## src/design/adcsc_pkg.sv

```systemverilog
// Purpose: Shared constants and types for the converter sequencing control
// Assumes: 32-bit AXI4-Lite register bus, one system clock
// Notes:   Offsets are byte addresses of aligned words
package adcsc_pkg;

  // ==========================================================
  // Register offsets
  localparam logic [7:0] ADCSC_OFS_CTRL   = 8'h00;
  localparam logic [7:0] ADCSC_OFS_REF    = 8'h04;
  localparam logic [7:0] ADCSC_OFS_STATUS = 8'h08;
  localparam logic [7:0] ADCSC_OFS_RESULT = 8'h0C;
  localparam logic [7:0] ADCSC_OFS_PINSEL = 8'h10;

  // ==========================================================
  // Field positions
  localparam int ADCSC_CTRL_PWR_BIT   = 0;
  localparam int ADCSC_CTRL_START_BIT = 1;
  localparam int ADCSC_CTRL_IRQEN_BIT = 2;
  localparam int ADCSC_CTRL_CHAN_LSB  = 4;
  localparam int ADCSC_CTRL_SRC_LSB   = 8;
  localparam int ADCSC_CTRL_DIV_LSB   = 12;
  localparam int ADCSC_REF_GAIN_LSB   = 0;
  localparam int ADCSC_REF_SRC_LSB    = 2;
  localparam int ADCSC_REF_AMPIN_BIT  = 4;
  localparam int ADCSC_REF_AMPEN_BIT  = 7;
  localparam int ADCSC_STAT_BUSY_BIT  = 0;
  localparam int ADCSC_STAT_IRQ_BIT   = 1;

  // ==========================================================
  // Reset values and writable masks
  localparam logic [31:0] ADCSC_CTRL_RST    = 32'h0000_0000;
  localparam logic [31:0] ADCSC_REF_RST     = 32'h0000_0000;
  localparam logic [31:0] ADCSC_PINSEL_RST  = 32'h0000_0000;
  localparam logic [31:0] ADCSC_CTRL_MASK   = 32'h0000_7FF7;
  localparam logic [31:0] ADCSC_REF_MASK    = 32'h0000_009F;
  localparam logic [31:0] ADCSC_PINSEL_MASK = 32'h0000_FFFF;

  // ==========================================================
  // Conversion timing in converter clock periods
  localparam logic [3:0] ADCSC_SAMPLE_TICKS  = 4'h4;
  localparam logic [3:0] ADCSC_CONVERT_TICKS = 4'hC;
  localparam logic [4:0] ADCSC_TOTAL_TICKS   = 5'h10;

  // ==========================================================
  // Bus responses
  localparam logic [1:0] ADCSC_RESP_OKAY   = 2'h0;
  localparam logic [1:0] ADCSC_RESP_SLVERR = 2'h2;

  // ==========================================================
  // Types
  typedef enum logic [2:0] {
    ADCSC_ISRC_NONE, ADCSC_ISRC_SUPPLY, ADCSC_ISRC_SUPPLY_DIV2, ADCSC_ISRC_SUPPLY_DIV4,
    ADCSC_ISRC_AMP, ADCSC_ISRC_AMP_DIV2, ADCSC_ISRC_AMP_DIV4, ADCSC_ISRC_GROUND
  } adcsc_isrc_e;

  typedef enum logic [1:0] {ADCSC_ST_IDLE, ADCSC_ST_SAMPLE, ADCSC_ST_CONVERT} adcsc_state_e;

endpackage : adcsc_pkg

```

## src/design/adcsc_top.sv

```systemverilog
// Purpose: Converter sequencing control with AXI4-Lite registers
// Assumes: sys_clk at 50 MHz, synchronous active-low rst_n
// Notes:   Analog switches are driven as plain enables
//
// Functional notes
// - Reference from supply, pin or amplifier
// - Select 00 supply, 01 pin, 1x amplifier
// - Amplifier powered by its enable bit
// - Amplifier gain from two-bit select
// - Amplifier fed from pin or bandgap
// - Input select 0 pin, 1 bandgap
// - Internal reference disconnects external reference pins
// - Analog pin loses its original function
// - Analog pin loses its pull-high
// - Analog pin ignores port direction
// - External codes convert selected channel 0-15
// - Other codes route supply, amplifier or ground
// - Internal signal disconnects all external channels
// - Start bit low-high-low begins conversion
// - Busy set at start, cleared at end
// - Completion sets flag; interrupt only if enabled
// - Converter clock is system clock over 2^n
// - Converter powered only while enable high
// - Conversion takes 4 sample plus 12 periods
`timescale 1ns/1ps
module adcsc_top
  import adcsc_pkg::*;
#(
  parameter int ADDR_W = 8,
  parameter int CHAN_N = 16,
  parameter int DATA_W = 12
) (
  input  wire logic              sys_clk,
  input  wire logic              rst_n,
  input  wire logic [ADDR_W-1:0] s_axi_awaddr,
  input  wire logic [2:0]        s_axi_awprot,
  input  wire logic              s_axi_awvalid,
  output logic                   s_axi_awready,
  input  wire logic [31:0]       s_axi_wdata,
  input  wire logic [3:0]        s_axi_wstrb,
  input  wire logic              s_axi_wvalid,
  output logic                   s_axi_wready,
  output logic [1:0]             s_axi_bresp,
  output logic                   s_axi_bvalid,
  input  wire logic              s_axi_bready,
  input  wire logic [ADDR_W-1:0] s_axi_araddr,
  input  wire logic [2:0]        s_axi_arprot,
  input  wire logic              s_axi_arvalid,
  output logic                   s_axi_arready,
  output logic [31:0]            s_axi_rdata,
  output logic [1:0]             s_axi_rresp,
  output logic                   s_axi_rvalid,
  input  wire logic              s_axi_rready,
  input  wire logic [DATA_W-1:0] sar_data,
  output logic                   converter_power_enable,
  output logic                   conv_clock_tick,
  output logic                   conv_sampling,
  output logic                   conv_busy_flag,
  output logic                   conv_irq,
  output logic                   ref_sel_supply,
  output logic                   ref_sel_ext_pin,
  output logic                   ref_sel_amp,
  output logic                   ext_ref_pin_connect,
  output logic                   ref_amp_enable,
  output logic [1:0]             ref_amp_gain_sel,
  output logic                   ref_amp_input_sel,
  output logic                   ext_amp_input_pin_connect,
  output logic [CHAN_N-1:0]      ext_channel_connect,
  output adcsc_isrc_e            internal_source,
  input  wire logic [CHAN_N-1:0] gpio_out,
  input  wire logic [CHAN_N-1:0] gpio_oe_n,
  input  wire logic [CHAN_N-1:0] gpio_pullup,
  output logic [CHAN_N-1:0]      gpio_in,
  input  wire logic [CHAN_N-1:0] pad_in,
  output logic [CHAN_N-1:0]      pad_out,
  output logic [CHAN_N-1:0]      pad_oe_n,
  output logic [CHAN_N-1:0]      pad_pullup
);

  logic [31:0]       ctrl_q;
  logic [31:0]       ref_q;
  logic [31:0]       pinsel_q;
  logic              irq_flag_q;
  logic [DATA_W-1:0] result_q;
  logic              bvalid_q;
  logic [1:0]        bresp_q;
  logic              rvalid_q;
  logic [1:0]        rresp_q;
  logic [31:0]       rdata_q;
  logic              wr_fire;
  logic              rd_fire;
  logic              wr_hit;
  logic              tick;
  logic              restart;
  logic              done;
  logic [3:0]        src_sel;
  logic [3:0]        chan_sel;
  logic              ext_selected;
  logic [31:0]       rd_word;
  logic              rd_hit;

  // ==========================================================
  // AXI4-Lite write channel
  // Address and data are taken together; the master offers both at once
  assign wr_fire       = s_axi_awvalid && s_axi_wvalid && !bvalid_q;
  assign s_axi_awready = wr_fire;
  assign s_axi_wready  = wr_fire;
  assign s_axi_bvalid  = bvalid_q;
  assign s_axi_bresp   = bresp_q;
  assign wr_hit = (s_axi_awaddr == ADDR_W'(ADCSC_OFS_CTRL))
               || (s_axi_awaddr == ADDR_W'(ADCSC_OFS_REF))
               || (s_axi_awaddr == ADDR_W'(ADCSC_OFS_STATUS))
               || (s_axi_awaddr == ADDR_W'(ADCSC_OFS_RESULT))
               || (s_axi_awaddr == ADDR_W'(ADCSC_OFS_PINSEL));

  always_ff @(posedge sys_clk) begin
    if (!rst_n) begin
      bvalid_q <= 1'b0;
      bresp_q  <= ADCSC_RESP_OKAY;
    end else if (wr_fire) begin
      bvalid_q <= 1'b1;
      bresp_q  <= wr_hit ? ADCSC_RESP_OKAY : ADCSC_RESP_SLVERR;
    end else if (s_axi_bready) begin
      bvalid_q <= 1'b0;
    end
  end

  function automatic logic [31:0] merge(input logic [31:0] old, input logic [31:0] mask);
    logic [31:0] res;
    res = old;
    for (int b = 0; b < 4; b++) begin
      if (s_axi_wstrb[b]) begin
        res[8*b +: 8] = s_axi_wdata[8*b +: 8];
      end
    end
    return res & mask;
  endfunction : merge

  // ==========================================================
  // Control registers
  always_ff @(posedge sys_clk) begin
    if (!rst_n) begin
      ctrl_q   <= ADCSC_CTRL_RST;
      ref_q    <= ADCSC_REF_RST;
      pinsel_q <= ADCSC_PINSEL_RST;
    end else if (wr_fire) begin
      if (s_axi_awaddr == ADDR_W'(ADCSC_OFS_CTRL)) begin
        ctrl_q <= merge(ctrl_q, ADCSC_CTRL_MASK);
      end
      if (s_axi_awaddr == ADDR_W'(ADCSC_OFS_REF)) begin
        ref_q <= merge(ref_q, ADCSC_REF_MASK);
      end
      if (s_axi_awaddr == ADDR_W'(ADCSC_OFS_PINSEL)) begin
        pinsel_q <= merge(pinsel_q, ADCSC_PINSEL_MASK);
      end
    end
  end

  // Completion flag, write one to clear; a new completion wins
  always_ff @(posedge sys_clk) begin
    if (!rst_n) begin
      irq_flag_q <= 1'b0;
    end else if (done) begin
      irq_flag_q <= 1'b1;
    end else if (wr_fire && s_axi_awaddr == ADDR_W'(ADCSC_OFS_STATUS)
                 && s_axi_wstrb[0] && s_axi_wdata[ADCSC_STAT_IRQ_BIT]) begin
      irq_flag_q <= 1'b0;
    end
  end

  assign conv_irq = irq_flag_q && ctrl_q[ADCSC_CTRL_IRQEN_BIT];

  // Result loads only at completion so a read never sees a half result
  always_ff @(posedge sys_clk) begin
    if (!rst_n) begin
      result_q <= '0;
    end else if (done) begin
      result_q <= sar_data;
    end
  end

  // ==========================================================
  // AXI4-Lite read channel
  assign rd_fire       = s_axi_arvalid && !rvalid_q;
  assign s_axi_arready = !rvalid_q;
  assign s_axi_rvalid  = rvalid_q;
  assign s_axi_rdata   = rdata_q;
  assign s_axi_rresp   = rresp_q;

  always_comb begin
    rd_word = 32'h0000_0000;
    rd_hit  = 1'b1;
    unique case (s_axi_araddr)
      ADDR_W'(ADCSC_OFS_CTRL):   rd_word = ctrl_q;
      ADDR_W'(ADCSC_OFS_REF):    rd_word = ref_q;
      ADDR_W'(ADCSC_OFS_PINSEL): rd_word = pinsel_q;
      ADDR_W'(ADCSC_OFS_RESULT): rd_word = 32'(result_q);
      ADDR_W'(ADCSC_OFS_STATUS): begin
        rd_word[ADCSC_STAT_BUSY_BIT] = conv_busy_flag;
        rd_word[ADCSC_STAT_IRQ_BIT]  = irq_flag_q;
      end
      default: rd_hit = 1'b0;
    endcase
  end

  always_ff @(posedge sys_clk) begin
    if (!rst_n) begin
      rvalid_q <= 1'b0;
      rdata_q  <= 32'h0000_0000;
      rresp_q  <= ADCSC_RESP_OKAY;
    end else if (rd_fire) begin
      rvalid_q <= 1'b1;
      rdata_q  <= rd_word;
      rresp_q  <= rd_hit ? ADCSC_RESP_OKAY : ADCSC_RESP_SLVERR;
    end else if (s_axi_rready) begin
      rvalid_q <= 1'b0;
    end
  end

  // ==========================================================
  // Reference path
  assign ref_sel_supply   = (ref_q[ADCSC_REF_SRC_LSB +: 2] == 2'h0);
  assign ref_sel_ext_pin  = (ref_q[ADCSC_REF_SRC_LSB +: 2] == 2'h1);
  assign ref_sel_amp      = ref_q[ADCSC_REF_SRC_LSB + 1];
  assign ext_ref_pin_connect = ref_sel_ext_pin;
  assign ref_amp_enable   = ref_q[ADCSC_REF_AMPEN_BIT];
  assign ref_amp_gain_sel = ref_q[ADCSC_REF_GAIN_LSB +: 2];
  assign ref_amp_input_sel = ref_q[ADCSC_REF_AMPIN_BIT];
  // Bandgap settling is left to software; the pin switch opens at once
  assign ext_amp_input_pin_connect = !ref_q[ADCSC_REF_AMPIN_BIT];

  // ==========================================================
  // Input routing
  assign src_sel  = ctrl_q[ADCSC_CTRL_SRC_LSB +: 4];
  assign chan_sel = ctrl_q[ADCSC_CTRL_CHAN_LSB +: 4];
  assign ext_selected = (src_sel[3:2] == 2'h3) || (!src_sel[3] && src_sel[1:0] == 2'h0);
  assign ext_channel_connect = ext_selected ? CHAN_N'(1) << chan_sel : '0;

  always_comb begin
    internal_source = ADCSC_ISRC_NONE;
    unique case (src_sel)
      4'h1: internal_source = ADCSC_ISRC_SUPPLY;
      4'h2: internal_source = ADCSC_ISRC_SUPPLY_DIV2;
      4'h3: internal_source = ADCSC_ISRC_SUPPLY_DIV4;
      4'h5: internal_source = ADCSC_ISRC_AMP;
      4'h6: internal_source = ADCSC_ISRC_AMP_DIV2;
      4'h7: internal_source = ADCSC_ISRC_AMP_DIV4;
      4'h8, 4'h9, 4'hA, 4'hB: internal_source = ADCSC_ISRC_GROUND;
      default: internal_source = ADCSC_ISRC_NONE;
    endcase
  end

  // ==========================================================
  // Pin takeover
  assign pad_out    = gpio_out & ~pinsel_q[CHAN_N-1:0];
  assign pad_oe_n   = gpio_oe_n | pinsel_q[CHAN_N-1:0];
  assign pad_pullup = gpio_pullup & ~pinsel_q[CHAN_N-1:0];
  assign gpio_in    = pad_in & ~pinsel_q[CHAN_N-1:0];

  // ==========================================================
  // Converter power, clock and sequence
  assign converter_power_enable = ctrl_q[ADCSC_CTRL_PWR_BIT];
  assign conv_clock_tick = tick;

  adcsc_clk_div u_clk_div (
    .sys_clk (sys_clk),
    .rst_n   (rst_n),
    .restart (restart),
    .div_sel (ctrl_q[ADCSC_CTRL_DIV_LSB +: 3]),
    .tick    (tick)
  );

  adcsc_seq u_seq (
    .sys_clk   (sys_clk),
    .rst_n     (rst_n),
    .start_bit (ctrl_q[ADCSC_CTRL_START_BIT]),
    .power_en  (converter_power_enable),
    .tick      (tick),
    .restart   (restart),
    .busy      (conv_busy_flag),
    .sampling  (conv_sampling),
    .done      (done)
  );

  // ==========================================================
  // Checks
  a_ref_one_hot: assert property (@(posedge sys_clk) disable iff (!rst_n)
    $onehot({ref_sel_supply, ref_sel_ext_pin, ref_sel_amp}))
    else $error("reference select not one-hot");
  a_ref_pin_off: assert property (@(posedge sys_clk) disable iff (!rst_n)
    (ref_sel_supply || ref_sel_amp) |-> !ext_ref_pin_connect)
    else $error("external reference pin left connected");
  a_amp_pin_off: assert property (@(posedge sys_clk) disable iff (!rst_n)
    ref_amp_input_sel |-> !ext_amp_input_pin_connect)
    else $error("amplifier input pin left connected");
  a_ext_iso: assert property (@(posedge sys_clk) disable iff (!rst_n)
    (internal_source != ADCSC_ISRC_NONE) |-> (ext_channel_connect == '0))
    else $error("external channel connected with internal source");
  a_ext_chan_one: assert property (@(posedge sys_clk) disable iff (!rst_n)
    (internal_source == ADCSC_ISRC_NONE) |-> ext_channel_connect[chan_sel])
    else $error("selected channel not connected");
  a_pin_direction: assert property (@(posedge sys_clk) disable iff (!rst_n)
    (pad_oe_n & pinsel_q[CHAN_N-1:0]) == pinsel_q[CHAN_N-1:0])
    else $error("analog pin driven");
  a_pin_pullup: assert property (@(posedge sys_clk) disable iff (!rst_n)
    (pad_pullup & pinsel_q[CHAN_N-1:0]) == '0)
    else $error("pull-high on analog pin");
  a_done_sets_flag: assert property (@(posedge sys_clk) disable iff (!rst_n)
    done |=> irq_flag_q && (conv_irq == ctrl_q[ADCSC_CTRL_IRQEN_BIT]))
    else $error("completion flag not set");
  a_result_once: assert property (@(posedge sys_clk) disable iff (!rst_n)
    $changed(result_q) |-> $past(done) && !conv_busy_flag)
    else $error("result changed outside completion");
  a_power_idle: assert property (@(posedge sys_clk) disable iff (!rst_n)
    !converter_power_enable |=> !conv_busy_flag)
    else $error("conversion running without power");

endmodule : adcsc_top

```

## src/design/adcsc_clk_div.sv

```systemverilog
// Purpose: Converter clock prescaler, one tick per converter clock period
// Assumes: Synchronous active-low reset
// Notes:   Restart aligns the first period to the start of a conversion
`timescale 1ns/1ps
module adcsc_clk_div
  import adcsc_pkg::*;
(
  input  wire logic       sys_clk,
  input  wire logic       rst_n,
  input  wire logic       restart,
  input  wire logic [2:0] div_sel,
  output logic            tick
);

  logic [6:0] cnt_q;
  logic [6:0] mask;

  // ==========================================================
  // Power-of-two divide
  assign mask = 7'(8'(8'h01 << div_sel) - 8'h01);
  assign tick = ((cnt_q & mask) == mask);

  always_ff @(posedge sys_clk) begin
    if (!rst_n) begin
      cnt_q <= 7'h00;
    end else if (restart || tick) begin
      cnt_q <= 7'h00;
    end else begin
      cnt_q <= 7'(cnt_q + 7'h01);
    end
  end

  // ==========================================================
  // Checks
  a_div_one_tick: assert property (@(posedge sys_clk) disable iff (!rst_n)
    (div_sel == 3'h0) |-> tick)
    else $error("divide by one must tick every cycle");
  a_div_two_gap: assert property (@(posedge sys_clk) disable iff (!rst_n)
    (div_sel == 3'h1 && tick && !restart) ##1 (div_sel == 3'h1 && !restart) |-> !tick)
    else $error("divide by two ticked twice in a row");

endmodule : adcsc_clk_div

```

## src/design/adcsc_seq.sv

```systemverilog
// Purpose: Conversion sequencer, start detection, busy and completion
// Assumes: tick marks one converter clock period
// Notes:   Dropping power aborts a conversion without completion
`timescale 1ns/1ps
module adcsc_seq
  import adcsc_pkg::*;
(
  input  wire logic sys_clk,
  input  wire logic rst_n,
  input  wire logic start_bit,
  input  wire logic power_en,
  input  wire logic tick,
  output logic      restart,
  output logic      busy,
  output logic      sampling,
  output logic      done
);

  adcsc_state_e state_q;
  logic [3:0]   cnt_q;
  logic         start_prev_q;
  logic [4:0]   ticks_seen_q;

  // ==========================================================
  // Start on low-high-low of the start bit
  always_ff @(posedge sys_clk) begin
    if (!rst_n) begin
      start_prev_q <= 1'b0;
    end else begin
      start_prev_q <= start_bit;
    end
  end

  assign restart  = start_prev_q && !start_bit && power_en && (state_q == ADCSC_ST_IDLE);
  assign busy     = (state_q != ADCSC_ST_IDLE);
  assign sampling = (state_q == ADCSC_ST_SAMPLE);
  assign done     = (state_q == ADCSC_ST_CONVERT) && tick && power_en
                    && (cnt_q == 4'(ADCSC_CONVERT_TICKS - 4'h1));

  // ==========================================================
  // Sample then convert
  always_ff @(posedge sys_clk) begin
    if (!rst_n) begin
      state_q <= ADCSC_ST_IDLE;
      cnt_q   <= 4'h0;
    end else if (!power_en) begin
      state_q <= ADCSC_ST_IDLE;
      cnt_q   <= 4'h0;
    end else begin
      unique case (state_q)
        ADCSC_ST_IDLE: begin
          if (restart) begin
            state_q <= ADCSC_ST_SAMPLE;
            cnt_q   <= 4'h0;
          end
        end
        ADCSC_ST_SAMPLE: begin
          if (tick && cnt_q == 4'(ADCSC_SAMPLE_TICKS - 4'h1)) begin
            state_q <= ADCSC_ST_CONVERT;
            cnt_q   <= 4'h0;
          end else if (tick) begin
            cnt_q <= 4'(cnt_q + 4'h1);
          end
        end
        ADCSC_ST_CONVERT: begin
          if (done) begin
            state_q <= ADCSC_ST_IDLE;
            cnt_q   <= 4'h0;
          end else if (tick) begin
            cnt_q <= 4'(cnt_q + 4'h1);
          end
        end
      endcase
    end
  end

  // ==========================================================
  // Checks
  always_ff @(posedge sys_clk) begin
    if (!rst_n || !busy) begin
      ticks_seen_q <= 5'h00;
    end else if (tick) begin
      ticks_seen_q <= 5'(ticks_seen_q + 5'h01);
    end
  end

  a_start_sets_busy: assert property (@(posedge sys_clk) disable iff (!rst_n)
    restart |=> busy && sampling)
    else $error("start sequence did not begin a conversion");
  a_conv_tick_count: assert property (@(posedge sys_clk) disable iff (!rst_n)
    done |-> (5'(ticks_seen_q + 5'h01) == ADCSC_TOTAL_TICKS))
    else $error("conversion did not last sixteen periods");
  a_done_clears_busy: assert property (@(posedge sys_clk) disable iff (!rst_n)
    done |=> !busy)
    else $error("busy still set after completion");

endmodule : adcsc_seq

```

## config.mk

```make
export PLATFORM = sky130hd
export DESIGN_NAME = adcsc_top
export DESIGN_NICKNAME = d
export VERILOG_FILES = /design/src/design/adcsc_pkg.sv /design/src/design/adcsc_top.sv /design/src/design/adcsc_clk_div.sv /design/src/design/adcsc_seq.sv
export SDC_FILE = /design/constraint.sdc
export NUM_CORES = 1
export LEC_CHECK = 0
export ABC_CLOCK_PERIOD_IN_PS = 2500
export BUFFER_PORTS_ARGS = -buffer_cell sky130_fd_sc_hd__buf_2
export CORE_AREA = 2 2 108 110
export CTS_CLUSTER_DIAMETER = 60
export DETAILED_ROUTE_END_ITERATION = 16
export DIE_AREA = 0 0 110 112
export HOLD_SLACK_MARGIN = 0.08
export MAX_ROUTING_LAYER = met4
export PLACE_DENSITY = 0.77
export SYNTH_ARGS = -nofsm -noshare
export SYNTH_HDL_FRONTEND = slang
export SYNTH_SLANG_ARGS = --single-unit
```

## constraint.sdc

```tcl
create_clock -name sys_clk -period 2.5 [get_ports sys_clk]
set_input_delay 0.125 -clock sys_clk [delete_from_list [all_inputs] [get_ports sys_clk]]
set_output_delay 0.125 -clock sys_clk [all_outputs]
set_load 0.02 [all_outputs]
```

==> metrics.md, run 1 <==
| Metric | Value |
|---|---|
| Die Area | `12300 um^2` |
| Type of the worst setup path | `reg -> reg` |
| Final hold vios | `0` |
| Ys Warns | `0` |
| Post-DP HPWL | `10000 um` |
| Hold_sp | `s_axi_arvalid` |
| Worst setup margin | `0.493 ns` |
| Design Power | `3.00 mW` |
| Cell taking the most area after synthesis | `dfxtp_1` |
| Placed instance area | `5720 um^2` |
| Cell Rows | `39` |
| CTS tree | `done` |
| Final worst path period need | `2.01 ns` |
| Post-synth top flop | `dfxtp_1` |
| DRC marker count from the first detailed-route iteration | `221` |
| Net Sw Frac | `0.256` |
| # setup viols final | `0` |
| Reg clk slew, reported paths | `0.06 ns` |
| Vias/cell | `4.91` |
| Worst Hold Depth | `3` |
| IO Pins | `279` |
| WHS Endpoint | `s_axi_rvalid` |
| Buffer depth of the longest clock path | `2` |
| Max Cap Viol | `0` |
| Die Wd | `110 um` |
| Combinational share of power | `0.137` |
| Leakage Power | `2.98 nW` |
| Worst reg2reg path endpoint | `u_seq.state_q[0]` |
| GR peak layer | `met2` |
| Pre-CTS WS | `0.428 ns` |
| CP Data Required Time | `2.72 ns` |
| Power Density | `478 nW/um^2` |
| Total grt overflow | `0` |
| Largest net degree at the start of global routing | `38` |
| Fin crit share | `0.803` |
| Total Routed Length | `13300 um` |
| Core area | `11200 um^2` |
| Initial antenna violation count | `0` |
| Nets | `942` |
| Highest clock rate | `0.498 GHz` |
| Area growth from synthesis to layout | `38.0%` |
| Reg2Reg Launch Point | `u_seq.state_q[0]` |
| CTS Sinks | `86` |
| Internal power | `2.23 mW` |
| Final Skew | `0.00842 ns` |
| Max transition margin | `0.469` |
| RSZ-0062 raised after global routing | `no` |
| Pins over their slew limit | `0` |
| Post-synth EDFFs | `0` |
| Hold/Removal Path Class | `in -> reg` |
| Share of the synthesized area in the top cell type | `0.378` |
| CP Capture Type | `flip-flop` |
| Total clock buffers created by CTS | `9` |
| P_sw | `769 uW` |
| Most frequent cells in the layout | `buf_2, dfxtp_1, nor2_1` |
| Port bufs | `236` |
| Fraction of final layout cells sized beyond drive strength 1 | `0.368` |
| Htree depth | `3` |
| Largest cells by area after synthesis | `dfxtp_1, mux2i_1, nor2b_1` |
| Fillcell total | `1047` |
| Clock power frac | `0.402` |
| Mapped Cells | `540` |
| Vias | `4636` |
| Seq pwr share | `0.460` |
| Post-layout instance area | `6280 um^2` |
| First-pass DRT Iterations | `5` |
| Sequential element share of the synthesized area | `0.378` |
| Syn Std Cell Area | `4550 um^2` |
| First-pass GRT wire length | `20900 um` |
| Worst EP arrival | `2.23 ns` |
| Chip height | `112 um` |
| Worst Setup SP | `u_seq.state_q[0]` |
| Crit path launch type | `flip-flop` |
| Met3 Usage GRT | `0.0562` |
| CP max FO | `4` |
| Post-synth ARST share | `0` |
| Final RePlAce weighted congestion | `0.846` |
| Outcome | `complete, no violations` |
| Synth unique cells | `57` |
| Drt wl/cell | `14.1 um` |
| Vias in the first global route | `4273` |
| Cells on worst reg2reg path | `8` |
| FF-to-FF setup slack | `0.49 ns` |
| Total Routing Usage GR | `0.221` |
| Clk Latency, worst-skew pair | `0.34 ns` |
| # diodes | `0` |
| Remaining DRCs | `0` |
| Avg Cell Area, Syn | `8.43 um^2` |
| Worst VDD drop | `0.000397 V` |
| ANT nets after route | `0` |
| Met1 Usage GRT | `0.284` |
| Slew of the pin with the lowest slew margin | `0.795 ns` |
| Total negative slack | `0 ns` |
| Root Buffer | `clkbuf_16` |
| FF+latch count, synth | `86` |
| Commonest non-fill, non-tap cell in the layout | `buf_2` |
| Initial Utilization | `0.407` |
| Met2 Usage GRT | `0.350` |
-- metal layers --
layer  part of all wire  vias up
met3              0.056       11
met2               0.49      142
met4              0.011        0
met1               0.45     2151
met5                  0        -
li1                   -     2332
-- flip-flops by register name, indices dropped and copies added (netlist names) --
register and count:
irq_flag_q 1, s_axi_rdata 16, pinsel_q 16, ref_q 6
result_q 12, s_axi_rresp 1, u_clk_div.cnt_q 7, internal_source 3
s_axi_bresp 1, u_seq.state_q 2, u_seq.cnt_q 4, ctrl_q 14
u_seq.start_prev_q 1, s_axi_bvalid 1, s_axi_rvalid 1
-- worst max-delay path, cell delays in order, from the launching register on --
cell and delay [ns]:
dfxtp_1 0.31, inv_1 0.09, ha_1 0.23, nand3_1 0.09, or2_2 0.29, inv_1 0.09, nand3_2 0.10, a211oi_2 0.34
mux2_1 0.35
-- worst max-delay path by stage --
stage / to / slack, ns / depth (start not counted)
2_1_floorplan: internal_source[0] / 0.60 / 9
6_report: u_seq.state_q[0] / 0.49 / 8
5_1_grt: u_seq.state_q[0] / 0.37 / 8
3_5_place_dp: pinsel_q[15] / 0.43 / 6
3_3_place_gp: pinsel_q[14] / 0.44 / 6
4_1_cts: u_seq.state_q[0] / 0.50 / 8
-- cells in the mapped netlist, types with 3 or more instances --
| library cell | instances |
|---|---|
| nor2_1 | 74 |
| nor3_1 | 7 |
| nand2b_1 | 4 |
| ha_1 | 5 |
| nand3_1 | 26 |
| mux2i_1 | 38 |
| and3_1 | 9 |
| o21ai_0 | 8 |
| o211ai_1 | 4 |
| o21ai_2 | 3 |
| or2_2 | 18 |
| clkbuf_1 | 9 |
| a222oi_1 | 10 |
| buf_6 | 7 |
| inv_1 | 16 |
| a31oi_1 | 3 |
| a22oi_1 | 5 |
| nand2_1 | 36 |
| a21oi_1 | 24 |
| xnor2_1 | 4 |
| buf_2 | 6 |
| a2bb2oi_1 | 6 |
| buf_4 | 23 |
| dfxtp_1 | 86 |
| nor2b_1 | 52 |
| o21ai_1 | 7 |
| and2_1 | 10 |
-- metrics by stage --
stage          std cells  hold slack, ns  utilization
6_report             944          0.0831        0.562
5_1_grt              944           0.104        0.562
4_1_cts              944          0.0802        0.562
3_5_place_dp         898           0.320        0.512
3_3_place_gp         898           0.317        0.512
2_1_floorplan        557           0.225            -
-- final cells by class --
cell class / count / area [um^2] / area share
multi-input combinational: 407 / 2510 / 0.399
clock buffer: 13 / 240 / 0.0382
inverter: 17 / 63.8 / 0.0102
sequential: 86 / 1720 / 0.274
timing repair buffer: 275 / 1550 / 0.247
clock inverter: 3 / 21.3 / 0.00339
tap: 143 / 179 / 0.0285
-- cells by family after synthesis --
group	after synthesis	synth area share
adders and majority gates	5	0.0137
other	1	0.000824
xor gates and xnor gates	5	0.00962
buffers and inverters	64	0.0849
AOI/OAI and AO/OA	85	0.129
DFF	86	0.378
and+or+nand+nor	255	0.297
muxes	39	0.0860
-- timing repair --
item                       4_1_cts  5_1_grt
gates resized for setup          0        0
setup endpoints to repair        0        0
hold endpoints to repair        45        0
setup buffers                    0        0
hold buffers                    30        0
-- power by group through the flow --
stage	logic [mW]	registers [mW]	clock network [mW]
after floorplan	0.214	1.42	0
after global placement	0.373	1.41	0
after detailed placement	0.376	1.41	0
after CTS	0.414	1.38	1.24
after global routing	0.444	1.38	1.30
final	0.413	1.38	1.21
Power figures use the tool's default switching activity.
==> inputs of run 2 (changes only) <==
- ABC_CLOCK_PERIOD_IN_PS: 2500 -> 1700
- CORE_AREA: 2 2 108 110 -> not set
- CORE_MARGIN: not set -> 2
- CORE_UTILIZATION: not set -> 39
- DIE_AREA: 0 0 110 112 -> not set
- clock period: 2.5 -> 1.7 ns (I/O delays scaled with it)
==> run 2 against run 1 <==
The flow now finishes with violations (negative setup slack). Global-route usage barely moved. Utilization increased by 4.7 points. First-iteration DRC count increased by 24%. Sequential cell count unchanged. Wire length is 7.0% higher. Worst setup slack worse by 0.53 ns. Worst hold slack better by 0.084 ns. Via count increased by 6.3%. Total power grew 62%. Cell area up 11%. Count of clock-buffer cells in the layout decreased by 3. Maximum frequency grew 15%. Critical path type unchanged.
==> metrics.md, run 2 (synthesized netlist as in run 1, its figures left out) <==
| Metric | Value |
|---|---|
| First-pass DRT Iterations | `6` |
| Drt wl/cell | `14.4 um` |
| Hold WS | `0.167 ns` |
| Outcome | `complete, but fails checks` |
| Violated checks | `negative setup slack` |
| Leakage Power | `3.27 nW` |
| Htree depth | `3` |
| Placed instance area | `6040 um^2` |
| Vias/cell | `5.00` |
| Slowest-stage cell, CP | `dfxtp_1` |
| Worst VDD drop | `0.000490 V` |
| IO Pins | `279` |
| CP max FO | `6` |
| Crit path largest cell delay | `0.36 ns` |
| Largest net degree at the start of global routing | `21` |
| Area growth from synthesis to layout | `52.9%` |
| Cell Rows | `39` |
| Power Density | `698 nW/um^2` |
| Die Area | `12600 um^2` |
| Chip height | `112 um` |
| CP Data Required Time | `1.91 ns` |
| Worst EP arrival | `1.95 ns` |
| CP Capture Type | `flip-flop` |
| CTS tree | `done` |
| Clock power frac | `0.454` |
| Worst setup margin | `-0.0381 ns` |
| Pre-CTS WS | `-0.118 ns` |
| Fraction of final layout cells sized beyond drive strength 1 | `0.461` |
| P_sw | `1.21 mW` |
| Hold/Removal Path Class | `in -> reg` |
| Total Routing Usage GR | `0.221` |
| # setup viols final | `3` |
| Vias | `4926` |
| Clk Latency, worst-skew pair | `0.34 ns` |
| Initial Utilization | `0.399` |
| Core area | `11400 um^2` |
| Final Skew | `0.0120 ns` |
| Crit path launch type | `flip-flop` |
| Total grt overflow | `0` |
| Internal power | `3.65 mW` |
| Vias in the first global route | `4543` |
| Seq pwr share | `0.417` |
| Remaining DRCs | `0` |
| # diodes | `0` |
| Max Cap Viol | `0` |
| Final hold vios | `0` |
| Reg clk slew, reported paths | `0.07 ns` |
| Worst path top cell family by delay | `compound AO/OA/AOI/OAI gates` |
| Fin crit share | `1.02` |
| Root Buffer | `clkbuf_16` |
| Final core utilization | `0.610` |
| Pins over their slew limit | `0` |
| DRC marker count from the first detailed-route iteration | `274` |
| CP Cell Sequence | `nand2b_1, a21boi_2, o21ai_4, buf_6, a41oi_2, buf_4, o211ai_1, o211ai_1` |
| Final RePlAce weighted congestion | `0.875` |
| Die Wd | `112 um` |
| Port bufs | `236` |
| Most frequent cells in the layout | `buf_2, dfxtp_1, nor2_1` |
| First-pass GRT wire length | `22200 um` |
| Post-DP HPWL | `10400 um` |
| CTS Sinks | `86` |
| Commonest non-fill, non-tap cell in the layout | `buf_2` |
| Buffer depth of the longest clock path | `2` |
| ANT nets after route | `0` |
| Final worst path period need | `1.74 ns` |
| Type of the worst setup path | `reg -> reg` |
| Total negative slack | `-0.0529 ns` |
| Net Sw Frac | `0.248` |
| Highest clock rate | `0.575 GHz` |
| Post-layout instance area | `6960 um^2` |
| Total Routed Length | `14200 um` |
| Buf/Inv on CP | `2` |
| RSZ-0062 raised after global routing | `yes` |
| Nets | `983` |
| Total clock buffers created by CTS | `9` |
| Most frequent CP cell | `o211ai_1` |
| Initial antenna violation count | `0` |
| Combinational share of power | `0.130` |
run 2: changes by cell type in the layout (fill, tap and decap cells not counted), moves of 6 or more:
cell | previous run | this run
dfxtp_2 | 0 | 9
dfxtp_1 | 86 | 73
buf_4 | 9 | 48
buf_2 | 236 | 229
buf_6 | 0 | 6
run 2: cell type report:
class	count	area, um^2
clock buffers	10	239
clock inverters	6	97.6
fillers	995	4460
inverters	17	71.3
multi-input cells	407	2700
flip-flops and latches	86	1750
well taps	143	179
repair buffers	316	1920
run 2: routing by layer:
| layer | part of all wire | wire, um | track usage |
|---|---|---|---|
| met5 | 0 | 0 | - |
| met4 | 0.013 | 183 | 0.0472 |
| met3 | 0.055 | 782 | 0.0351 |
| met2 | 0.52 | 7350 | 0.388 |
| met1 | 0.41 | 5880 | 0.270 |
run 2: final timing paths:
kind	start	to	slack (ns)	depth (start not counted)
worst min-delay path	s_axi_awaddr[3]	irq_flag_q	0.17	4
worst max-delay path	u_clk_div.cnt_q[6]	u_seq.cnt_q[2]	-0.04	8
worst max register to register	u_clk_div.cnt_q[6]	u_seq.cnt_q[2]	-0.04	8
worst min register to register	u_clk_div.cnt_q[0]	u_clk_div.cnt_q[0]	0.43	1
run 2: per-stage QoR:
step / instances / power [mW]
finish: 985 / 4.86
global route: 985 / 5.03
CTS: 978 / 4.89
detailed placement: 931 / 2.64
global placement: 931 / 2.64
floorplan: 557 / 2.41
run 2: repair_timing:
| action | 4_1_cts | 5_1_grt |
|---|---|---|
| pin swaps | 1 | 12 |
| endpoints found under the setup margin | 18 | 39 |
| hold buffers | 31 | 0 |
| endpoints found under the hold margin | 46 | 0 |
| cloned | 0 | 0 |
| buffers inserted | 0 | 7 |
| gates resized for setup | 18 | 49 |
run 2: power by group through the flow:
stage               sequential (mW)  combinational, mW  clock [mW]
floorplan                      2.09              0.317           0
global placement               2.08              0.562           0
detailed placement             2.08              0.567           0
CTS                            2.03              0.626        2.24
global route                   2.03              0.675        2.32
finish                         2.03              0.630        2.21
run 2: tightest hold or removal path, cell delays in order:
cell and delay [ns]:
buf_2 0.13, nand4b_1 0.11, nand2_1 0.08, a21oi_1 0.05
